--- src/acs_pkg.sv ---
package acs_pkg;

    // ==========================================================
    // Register map (byte addresses)
    // ==========================================================
    localparam logic [7:0] CTRL_OFF = 8'h00;
    localparam logic [7:0] CFG_OFF = 8'h04;
    localparam logic [7:0] TRIG_OFF = 8'h08;
    localparam logic [7:0] RESH_OFF = 8'h0C;
    localparam logic [7:0] RESL_OFF = 8'h10;
    localparam logic [7:0] STAT_OFF = 8'h14;

    // ==========================================================
    // Field positions and reset values
    // ==========================================================
    localparam int ON_BIT = 0;
    localparam int GO_BIT = 1;
    localparam int CHS_LSB = 2;
    localparam int JUSTIFY_BIT = 7;
    localparam int FLAG_BIT = 0;
    localparam int IRQEN_BIT = 1;
    localparam logic [7:0] CTRL_RST = 8'h00;
    localparam logic [7:0] CFG_RST = 8'h00;
    localparam logic [4:0] TRIG_RST = 5'h00;

    // ==========================================================
    // Trigger codes and channel codes
    // ==========================================================
    localparam logic [4:0] TRIG_NONE = 5'h00;
    localparam logic [4:0] TRIG_LAST = 5'h12;
    localparam int NUM_TRIG = 19;
    localparam logic [5:0] CH_PA_FIRST = 6'h00;
    localparam logic [5:0] CH_PA_LAST = 6'h05;
    localparam logic [5:0] CH_PA4 = 6'h04;
    localparam logic [5:0] CH_PC_FIRST = 6'h10;
    localparam logic [5:0] CH_PC_LAST = 6'h15;
    localparam logic [5:0] CH_INT_FIRST = 6'h3B;

    // ==========================================================
    // Timing
    // ==========================================================
    localparam int CLK_MHZ = 100;
    localparam int CONV_NS = 11500;
    localparam int CONV_CYC = CONV_NS * CLK_MHZ / 1000;

    typedef enum logic [1:0] {
        ACS_IDLE = 2'b00,
        ACS_CONV = 2'b01,
        ACS_DONE = 2'b10
    } acs_state_t;

    typedef struct packed {
        logic valid;
        logic [9:0] data;
    } acs_sample_t;

endpackage : acs_pkg

--- src/acs_sequencer.sv ---
// Added by the designer: the address map and register access over AXI4-Lite.
`timescale 1ns/1ps
`default_nettype none
module acs_sequencer #(
    parameter int CONV_CYCLES = acs_pkg::CONV_CYC
) (
    input wire logic aclk,
    input wire logic aresetn,
    input wire logic [7:0] s_axi_awaddr,
    input wire logic s_axi_awvalid,
    output logic s_axi_awready,
    input wire logic [31:0] s_axi_wdata,
    input wire logic [3:0] s_axi_wstrb,
    input wire logic s_axi_wvalid,
    output logic s_axi_wready,
    output logic [1:0] s_axi_bresp,
    output logic s_axi_bvalid,
    input wire logic s_axi_bready,
    input wire logic [7:0] s_axi_araddr,
    input wire logic s_axi_arvalid,
    output logic s_axi_arready,
    output logic [31:0] s_axi_rdata,
    output logic [1:0] s_axi_rresp,
    output logic s_axi_rvalid,
    input wire logic s_axi_rready,
    input wire logic [acs_pkg::NUM_TRIG-1:1] trig_src,
    input wire logic sleep_mode,
    input wire logic ext_osc_clock,
    input wire logic [9:0] sample_data,
    output logic converter_on,
    output logic [5:0] input_channel_select,
    output logic channel_connect,
    output logic sample_hold,
    output logic conversion_complete_flag,
    output logic conversion_irq
);

    // ==========================================================
    // Register state
    // ==========================================================
    logic [7:0] ctrl_ff, nxt_ctrl;
    logic [7:0] cfg_ff, nxt_cfg;
    logic [4:0] trig_sel_ff, nxt_trig_sel;
    logic [7:0] resh_ff, nxt_resh;
    logic [7:0] resl_ff, nxt_resl;
    logic flag_ff, nxt_flag;
    logic irqen_ff, nxt_irqen;
    acs_pkg::acs_state_t state_ff, nxt_state;
    logic [31:0] cnt_ff, nxt_cnt;
    logic awhave_ff, nxt_awhave, whave_ff, nxt_whave;
    logic [7:0] awaddr_ff, nxt_awaddr;
    logic [31:0] wdata_ff, nxt_wdata;
    logic wstrb0_ff, nxt_wstrb0;
    logic bvalid_ff, nxt_bvalid;
    logic [1:0] bresp_ff, nxt_bresp;
    logic rvalid_ff, nxt_rvalid;
    logic [31:0] rdata_ff, nxt_rdata;
    logic [1:0] rresp_ff, nxt_rresp;
    logic [acs_pkg::NUM_TRIG-1:1] s1_ff, s2_ff, s3_ff;
    logic [acs_pkg::NUM_TRIG-1:1] stable_ff, nxt_stable;
    logic trig_prev_ff, nxt_trig_prev;

    // ==========================================================
    // Trigger synchronisers and selection
    // ==========================================================
    logic trig_level;
    logic trig_edge;
    genvar gi;
    generate
        for (gi = 1; gi < acs_pkg::NUM_TRIG; gi++) begin : g_sync
            // Change counts once second and third stages agree
            always_comb begin
                nxt_stable[gi] = (s2_ff[gi] == s3_ff[gi]) ? s3_ff[gi] : stable_ff[gi];
            end
        end
    endgenerate

    always_comb begin
        trig_level = 1'b0;
        // Index equals the select code; zero and reserved codes pick nothing
        if (trig_sel_ff != acs_pkg::TRIG_NONE && trig_sel_ff <= acs_pkg::TRIG_LAST) begin
            trig_level = stable_ff[trig_sel_ff];
        end
        nxt_trig_prev = trig_level;
        // Sleep and busy both mask the edge; previous level still tracks
        trig_edge = trig_level && !trig_prev_ff && !sleep_mode
                    && state_ff == acs_pkg::ACS_IDLE;
    end

    always_ff @(posedge aclk) begin
        if (!aresetn) begin
            s1_ff <= '0;
            s2_ff <= '0;
            s3_ff <= '0;
            stable_ff <= '0;
            trig_prev_ff <= 1'b0;
        end else begin
            s1_ff <= trig_src;
            s2_ff <= s1_ff;
            s3_ff <= s2_ff;
            stable_ff <= nxt_stable;
            trig_prev_ff <= nxt_trig_prev;
        end
    end

    // ==========================================================
    // Bus decode helpers
    // ==========================================================
    logic wr_fire;
    logic rd_fire;
    logic sw_go;
    logic [9:0] sample_word;
    always_comb begin
        wr_fire = awhave_ff && whave_ff && !bvalid_ff;
        rd_fire = s_axi_arvalid && !rvalid_ff;
        sw_go = wr_fire && wstrb0_ff && awaddr_ff == acs_pkg::CTRL_OFF
                && wdata_ff[acs_pkg::GO_BIT];
        sample_word = sample_data;
    end

    // ==========================================================
    // Register file and conversion sequencer
    // ==========================================================
    always_comb begin
        nxt_ctrl = ctrl_ff;
        nxt_cfg = cfg_ff;
        nxt_trig_sel = trig_sel_ff;
        nxt_resh = resh_ff;
        nxt_resl = resl_ff;
        nxt_flag = flag_ff;
        nxt_irqen = irqen_ff;
        nxt_state = state_ff;
        nxt_cnt = cnt_ff;
        nxt_awhave = awhave_ff || s_axi_awvalid;
        nxt_whave = whave_ff || s_axi_wvalid;
        nxt_awaddr = (!awhave_ff && s_axi_awvalid) ? s_axi_awaddr : awaddr_ff;
        nxt_wdata = (!whave_ff && s_axi_wvalid) ? s_axi_wdata : wdata_ff;
        nxt_wstrb0 = (!whave_ff && s_axi_wvalid) ? s_axi_wstrb[0] : wstrb0_ff;
        nxt_bvalid = bvalid_ff && !s_axi_bready;
        nxt_bresp = bresp_ff;
        nxt_rvalid = rvalid_ff && !s_axi_rready;
        nxt_rdata = rdata_ff;
        nxt_rresp = rresp_ff;

        if (wr_fire) begin
            nxt_awhave = 1'b0;
            nxt_whave = 1'b0;
            nxt_bvalid = 1'b1;
            nxt_bresp = 2'b00;
            if (wstrb0_ff) begin
                unique case (awaddr_ff)
                    acs_pkg::CTRL_OFF: begin
                        // Busy bit is set only through the start path below
                        nxt_ctrl = {wdata_ff[7:2], ctrl_ff[acs_pkg::GO_BIT],
                                    wdata_ff[acs_pkg::ON_BIT]};
                    end
                    acs_pkg::CFG_OFF: nxt_cfg = wdata_ff[7:0];
                    acs_pkg::TRIG_OFF: nxt_trig_sel = wdata_ff[4:0];
                    acs_pkg::RESH_OFF: nxt_resh = wdata_ff[7:0];
                    acs_pkg::RESL_OFF: nxt_resl = wdata_ff[7:0];
                    acs_pkg::STAT_OFF: begin
                        nxt_flag = wdata_ff[acs_pkg::FLAG_BIT];
                        nxt_irqen = wdata_ff[acs_pkg::IRQEN_BIT];
                    end
                    default: nxt_bresp = 2'b10;
                endcase
            end
        end

        unique case (state_ff)
            acs_pkg::ACS_IDLE: begin
                if ((sw_go || trig_edge) && ctrl_ff[acs_pkg::ON_BIT]) begin
                    nxt_ctrl[acs_pkg::GO_BIT] = 1'b1;
                    nxt_cnt = '0;
                    nxt_state = acs_pkg::ACS_CONV;
                end
            end
            acs_pkg::ACS_CONV: begin
                if (!nxt_ctrl[acs_pkg::ON_BIT]) begin
                    // Disable aborts with no result
                    nxt_ctrl[acs_pkg::GO_BIT] = 1'b0;
                    nxt_state = acs_pkg::ACS_IDLE;
                end else if (cnt_ff >= CONV_CYCLES - 1) begin
                    nxt_state = acs_pkg::ACS_DONE;
                end else begin
                    nxt_cnt = cnt_ff + 32'h00000001;
                end
            end
            acs_pkg::ACS_DONE: begin
                nxt_ctrl[acs_pkg::GO_BIT] = 1'b0;
                nxt_flag = 1'b1;
                if (cfg_ff[acs_pkg::JUSTIFY_BIT]) begin
                    nxt_resh = {6'h00, sample_word[9:8]};
                    nxt_resl = sample_word[7:0];
                end else begin
                    nxt_resh = sample_word[9:2];
                    nxt_resl = {sample_word[1:0], 6'h00};
                end
                nxt_state = acs_pkg::ACS_IDLE;
            end
            default: nxt_state = acs_pkg::ACS_IDLE;
        endcase

        if (rd_fire) begin
            nxt_rvalid = 1'b1;
            nxt_rresp = 2'b00;
            unique case (s_axi_araddr)
                acs_pkg::CTRL_OFF: nxt_rdata = {24'h000000, ctrl_ff};
                acs_pkg::CFG_OFF: nxt_rdata = {24'h000000, cfg_ff};
                acs_pkg::TRIG_OFF: nxt_rdata = {27'h0000000, trig_sel_ff};
                acs_pkg::RESH_OFF: nxt_rdata = {24'h000000, resh_ff};
                acs_pkg::RESL_OFF: nxt_rdata = {24'h000000, resl_ff};
                acs_pkg::STAT_OFF: nxt_rdata = {30'h00000000, irqen_ff, flag_ff};
                default: begin
                    nxt_rdata = 32'h00000000;
                    nxt_rresp = 2'b10;
                end
            endcase
        end
    end

    always_ff @(posedge aclk) begin
        if (!aresetn) begin
            ctrl_ff <= acs_pkg::CTRL_RST;
            cfg_ff <= acs_pkg::CFG_RST;
            trig_sel_ff <= acs_pkg::TRIG_RST;
            resh_ff <= 8'h00;
            resl_ff <= 8'h00;
            flag_ff <= 1'b0;
            irqen_ff <= 1'b0;
            state_ff <= acs_pkg::ACS_IDLE;
            cnt_ff <= '0;
            awhave_ff <= 1'b0;
            whave_ff <= 1'b0;
            awaddr_ff <= 8'h00;
            wdata_ff <= 32'h00000000;
            wstrb0_ff <= 1'b0;
            bvalid_ff <= 1'b0;
            bresp_ff <= 2'b00;
            rvalid_ff <= 1'b0;
            rdata_ff <= 32'h00000000;
            rresp_ff <= 2'b00;
        end else begin
            ctrl_ff <= nxt_ctrl;
            cfg_ff <= nxt_cfg;
            trig_sel_ff <= nxt_trig_sel;
            resh_ff <= nxt_resh;
            resl_ff <= nxt_resl;
            flag_ff <= nxt_flag;
            irqen_ff <= nxt_irqen;
            state_ff <= nxt_state;
            cnt_ff <= nxt_cnt;
            awhave_ff <= nxt_awhave;
            whave_ff <= nxt_whave;
            awaddr_ff <= nxt_awaddr;
            wdata_ff <= nxt_wdata;
            wstrb0_ff <= nxt_wstrb0;
            bvalid_ff <= nxt_bvalid;
            bresp_ff <= nxt_bresp;
            rvalid_ff <= nxt_rvalid;
            rdata_ff <= nxt_rdata;
            rresp_ff <= nxt_rresp;
        end
    end

    // ==========================================================
    // Outputs
    // ==========================================================
    logic chan_valid;
    always_comb begin
        chan_valid = (ctrl_ff[7:2] <= acs_pkg::CH_PA_LAST)
                     || (ctrl_ff[7:2] >= acs_pkg::CH_PC_FIRST
                         && ctrl_ff[7:2] <= acs_pkg::CH_PC_LAST)
                     || (ctrl_ff[7:2] >= acs_pkg::CH_INT_FIRST);
        if (ext_osc_clock && (ctrl_ff[7:2] == acs_pkg::CH_PA4
                              || ctrl_ff[7:2] == acs_pkg::CH_PA_LAST)) begin
            chan_valid = 1'b0;
        end
    end

    assign s_axi_awready = !awhave_ff;
    assign s_axi_wready = !whave_ff;
    assign s_axi_bvalid = bvalid_ff;
    assign s_axi_bresp = bresp_ff;
    assign s_axi_arready = !rvalid_ff;
    assign s_axi_rvalid = rvalid_ff;
    assign s_axi_rdata = rdata_ff;
    assign s_axi_rresp = rresp_ff;
    assign converter_on = ctrl_ff[acs_pkg::ON_BIT];
    assign input_channel_select = ctrl_ff[7:2];
    assign channel_connect = chan_valid && ctrl_ff[acs_pkg::ON_BIT];
    // Hold is closed only while converting and loading the result; idle opens it
    assign sample_hold = (state_ff != acs_pkg::ACS_IDLE);
    assign conversion_complete_flag = flag_ff;
    assign conversion_irq = flag_ff && irqen_ff;

endmodule : acs_sequencer
`default_nettype wire

--- config.mk ---
export PLATFORM = sky130hd
export DESIGN_NAME = acs_sequencer
export DESIGN_NICKNAME = d
export VERILOG_FILES = /design/src/acs_pkg.sv /design/src/acs_sequencer.sv
export SDC_FILE = /design/constraint.sdc
export NUM_CORES = 1
export LEC_CHECK = 0
export BUFFER_PORTS_ARGS = -buffer_cell sky130_fd_sc_hd__buf_4
export CAP_MARGIN = 40
export CORE_MARGIN = 2
export CORE_UTILIZATION = 55
export CTS_CLUSTER_DIAMETER = 50
export DETAILED_ROUTE_END_ITERATION = 8
export PLACE_DENSITY = 0.92
export SLEW_MARGIN = 20
export SYNTH_ARGS = -nofsm -noshare
export SYNTH_HDL_FRONTEND = slang
export SYNTH_SLANG_ARGS = --single-unit
--- constraint.sdc ---
create_clock -name aclk -period 3.73 [get_ports aclk]
set_input_delay 0.373 -clock aclk [delete_from_list [all_inputs] [get_ports aclk]]
set_output_delay 0.373 -clock aclk [all_outputs]
set_load 0.05 [all_outputs]
==> Word-level counts from Yosys, hierarchy flattened <==
Cells that the tools add are included.
Widths: inputs -> output; s select.
{ "totals": {"regBits": 203, "input_bits": 89, "out_inout_bits": 52, "elab_cells": 181} }
{ "op_classes": {"add_sub_neg": 1, "magnitude_cmp": 7, "n_eq_ne": 36, "mux": 38, "n_bitwise": 1, "n_reduce_logical": 56} }
{ "op_table": {"columns": ["operator", "count"], "rows": [
  ["$mux 32", 3],
  ["$mux 8", 10],
  ["$pmux 32 s2", 1],
  ["$pmux 8 s6", 1],
  ["$add 32x1->32 const B", 1],
  ["$eq 8x4->1 const B", 4],
  ["$eq 8x5->1 const B", 4],
  ["$ge 32x11->1 const B", 1],
  ["$reduce_and 3->1", 7],
  ["$logic_and 1x1->1", 19],
  ["$eq 1x1->1", 18],
  ["$eq 8x3->1 const B", 2],
  ["$logic_not 8->1", 2],
  ["$mux 1", 14],
  ["$reduce_bool 2->1", 7],
  ["$eq 6x3->1 const B", 2],
  ["$mux 2", 6],
  ["$reduce_or 6->1", 2],
  ["$logic_not 1->1", 8],
  ["$ge 6x5->1 const B", 1],
  ["$ge 6x6->1 const B", 1],
  ["$le 6x3->1 const B", 1],
  ["$le 6x5->1 const B", 1],
  ["$logic_or 1x1->1", 6],
  ["other kinds (16)", 17]
]} }

==> Longest topological paths before layout <==
{ "logic_depth": {"ltp_word": 10, "ltp_mapped": 9, "mapped_depth_nobuf": 8} }

==> Worst setup path after synthesis <==
Ideal clock, no wire load.
{ "synth_path": {"path_kind": "register -> register", "start": "register awaddr_ff[6]", "end": "register cnt_ff[6]", "setup_ns": 0.135, "t_arrival_ns": 2.465, "t_required_ns": 3.595, "setup_slack_ns": 1.130, "stages_incl_launch_ff": 9, "path_buffers": 2, "period_less_slack_ns": 2.600, "path_cell_list": "dfxtp_1 -> or4_4 -> nor4_2 -> buf_4 -> mux2_2 -> o21a_1 -> buf_2 -> o311ai_0 -> o41ai_1"} }
{ "synth_between": {"elab_chain_len": 7, "word_cells_on_any_way": 11, "cone_classes": "eq/ne: 2; mux: 3; reduce/logical: 6"} }
{ "synth_lines": {"columns": ["item", "line", "rtl"], "rows": [
  ["start: declaration", "acs_sequencer.sv:51", "logic [7:0] awaddr_ff, nxt_awaddr;"],
  ["start signal: assignment", "acs_sequencer.sv:255", "awaddr_ff <= nxt_awaddr;"],
  ["$logic_not 8->1 (*)", "acs_sequencer.sv:116, acs_sequencer.sv:151", null],
  ["parallel branches: the longest is 5 deep, another holds $ne 2x2->1", null, null],
  ["$reduce_and 4->1 (no source line) (*)", null, null],
  ["end signal: assignment", "acs_sequencer.sv:252", "cnt_ff <= nxt_cnt;"],
  ["end: declaration", "acs_sequencer.sv:49", "logic [31:0] cnt_ff, nxt_cnt;"]
]} }
Mark *: on every way between the ends.
A chain may end at the register's enable or synchronous reset.

==> Worst setup path in the final report <==
{ "layout_path": {"start": "register awaddr_ff[6]", "end": "register cnt_ff[23]"} }
The elaborated chain is that of the path after synthesis.

==> flow_summary.toml <==
[outcome]
status = "finished, final reports clean"

[clocking]
cts-root-buf = "clkbuf_16"
clkLatencyLatePin_ps = 430
cts_resized = 0
cts_buffer_depth = 2
cts_tree = "done"
cts-hold-fix-buffers = 0
clock_sinks = 177
cts_buffers = 17
htreeDepth = 4
clk_pin_slew_worst_paths_ps = 70
post_cts_buffers = 0

[global_routing]
grt_pass1_wl_um = 25900
grt_max_degree = 85
grt_usage_pct = 23.0
grt_antenna_before_repair = 0
grt-ovfl-total = 0
grt_pass1_vias = 5437

[yosys]
ys_ff_latch = 177
ys_warn_count = 0
avgSynthCellArea_um2 = 9.26
synth_seq_area_share_pct = 49.1
synth_ff_type = "dfxtp_1"
synth-edff-count = 0
synth.cell_area_mm2 = 0.00721
yosysUniqueCellTypes = 62
synthCells = 779
async_reset_ff_share_pct = 0

[die]
fp.dieH_um = 119
start_util_pct = 56.7
die_w_um = 119
dieArea_mm2 = 0.0140
ios = 141
core_mm2 = 0.0127
row_count = 41

[critical_path]
crit_family = "simple AND/OR/NAND/NOR gates"
cp_slowest_cell = "or4_4"
path_max_fanout = 16
reg2reg_depth = 6
worstReg2RegStart = "awaddr_ff[6]$_SDFFE_PN0P_"
path_buf_inv = 0
path_cells = "or4_4 -> nor4_2 -> mux2_2 -> o21a_1 -> or4_1 -> a21oi_1"
arrival_ps = 3310
r2r_slack_ps = 790
slowest_delay_ps = 570
crit_type = "reg2reg"
endpoint_kind = "flop"
startpoint = "awaddr_ff[6]$_SDFFE_PN0P_"
worstSetupStartpointType = "flop"
required_ps = 4090
worstReg2RegEnd = "cnt_ff[23]$_SDFFE_PN0P_"

[sta]
tightest_slew_ps = 692
maxSlewHeadroom_pct = 53.8
slew_viol_final = 0
rsz0062_at_grt = "false"
setup_tns_ps = 0
fin_crit_sh_pct = 78.9
skew_ps = 8.34
setup_viol = 0
max_freq_mhz = 340
min_period_ps = 2940
final_hold_viol_count = 0

[final_layout]
final_area_mm2 = 0.00845
fillers = 992
multi_input_area_mm2 = 0.00330
layout-drive-gt1-share_pct = 16.7
regArea_mm2 = 0.00354
antenna_cells = 0
finalNetCount = 946
syn_to_final_growth_pct = 17.1

[power_and_ir_drop]
p_leak_nw = 3.35
vdd_drop_max_mv = 0.375
p_per_area_mw_per_mm2 = 482

[hold_path]
min-delay-start = "s_axi_rready"
holdCritPathClass = "in2reg"
hold_end = "s_axi_rvalid$_SDFF_PN0_"
whs_path_depth = 2

[drt]
drc = 0
vias = 5759
drt-initial-drc-count = 590
drt_wl_total_um = 15700
wl_per_cell_um = 15.2
ant_nets = 0
dr.pass1.iters = 6
via_per_inst = 5.56

[placed_design]
dpl_cell_area_mm2 = 0.00786
port_buffers = 87
hpwlAfterDp_um = 10800
gp_congestion = 0.919

[flow_run]
cap_violations = 0
-- Yosys cell counts, types with 13 or more instances --
cell type,n,area (um2)
a211oi_1,13,97.6
a21oi_1,59,295
nand2_1,66,248
nor2_1,74,278
buf_4,33,248
mux2i_1,44,440
o21ai_0,29,145
nor2b_1,19,119
clkbuf_1,28,105
and2_1,61,382
and3_1,16,100
nand3_1,16,80.1
inv_1,17,63.8
dfxtp_1,177,3540
-- metal layers --
| layer | track usage (%) | share of wire (%) | up-vias |
|---|---|---|---|
| li1 | - | - | 2819 |
| met1 | 28.0 | 42 | 2686 |
| met2 | 37.4 | 48 | 208 |
| met3 | 6.18 | 6.4 | 46 |
| met4 | 11.4 | 3.6 | 0 |
| met5 | 0 | 0 | - |
-- cells in the final DEF (no fill, tap or decap), types with 17 or more instances in the layout --
master	count
clkbuf_16	17
a21oi_1	59
buf_4	94
nor2_1	74
conb_1	26
and2_1	61
dfxtp_1	177
nand2_1	66
o21ai_0	29
mux2i_1	44
nor2b_1	19
-- state kept, by name, summed over array words and instances (netlist names) --
| name | cells |
|---|---|
| cnt_ff | 32 |
| s1_ff | 18 |
| s2_ff | 18 |
| s3_ff | 18 |
| stable_ff | 18 |
| awaddr_ff | 8 |
| cfg_ff | 8 |
| ctrl_ff | 8 |
| resh_ff | 8 |
| resl_ff | 8 |
| s_axi_rdata | 8 |
| wdata_ff | 8 |
| trig_sel_ff | 5 |
| state_ff | 2 |
| awhave_ff | 1 |
| conversion_complete_flag | 1 |
| irqen_ff | 1 |
| s_axi_bresp | 1 |
| s_axi_bvalid | 1 |
| s_axi_rresp | 1 |
| s_axi_rvalid | 1 |
| trig_prev_ff | 1 |
| whave_ff | 1 |
| wstrb0_ff | 1 |
-- worst register-to-register path, delay by kind of cell (launching register included) --
kind / cells / cell delay, ps
AND/OR/NAND/NOR: 3 / 1610
AO/OA/AOI/OAI: 2 / 520
multiplexers: 1 / 440
flip-flops: 1 / 310
-- layout make-up --
class,instances,share of cell area (%)
clock inverters,14,1.69
clock buffers,18,5.20
inverters,18,0.800
multi-input cells,541,39.1
flip-flops and latches,177,42.0
repair buffers,95,8.68
well taps,172,2.55
-- power breakdown --
group | internal, mW | switching [mW] | leakage [nW]
clock network | 0.959 | 0.778 | 0.278
registers | 1.95 | 0.0387 | 1.44
logic | 0.122 | 0.225 | 1.63
total | 3.03 | 1.04 | 3.35
-- worst max-delay path by stage --
stage / endpoint / slack [ps] / cells past startpoint
floorplan: cnt_ff[6]$_SDFFE_PN0P_ / 1130 / 8
global placement: cnt_ff[20]$_SDFFE_PN0P_ / 860 / 6
detailed placement: cnt_ff[19]$_SDFFE_PN0P_ / 800 / 6
CTS: cnt_ff[19]$_SDFFE_PN0P_ / 790 / 6
global route: cnt_ff[23]$_SDFFE_PN0P_ / 670 / 6
finish: cnt_ff[23]$_SDFFE_PN0P_ / 790 / 6
-- cell families (layout without fill, tap and decap cells) --
group / Yosys count / count (layout) / synth area share, %
AND/OR/NAND/NOR: 304 / 304 / 21.7
flip-flops: 177 / 177 / 49.1
AO/OA/AOI/OAI: 153 / 153 / 13.6
buffers and inverters: 86 / 145 / 6.35
multiplexers: 51 / 51 / 7.88
adder cells (fa/ha/maj): 7 / 7 / 1.21
other: 1 / 26 / 0.0520
-- metrics by stage --
stage	setup slack (ps)	total power [mW]	util, %	hold slack (ps)	std cells
finish	786	4.07	66.4	119	1035
floorplan	1130	2.27	-	412	804
detailed placement	798	2.37	61.8	417	1002
global placement	864	2.35	61.5	414	1001
global route	666	4.21	66.4	106	1035
CTS	787	4.08	66.3	107	1034
(Power assumes the default switching activity.)
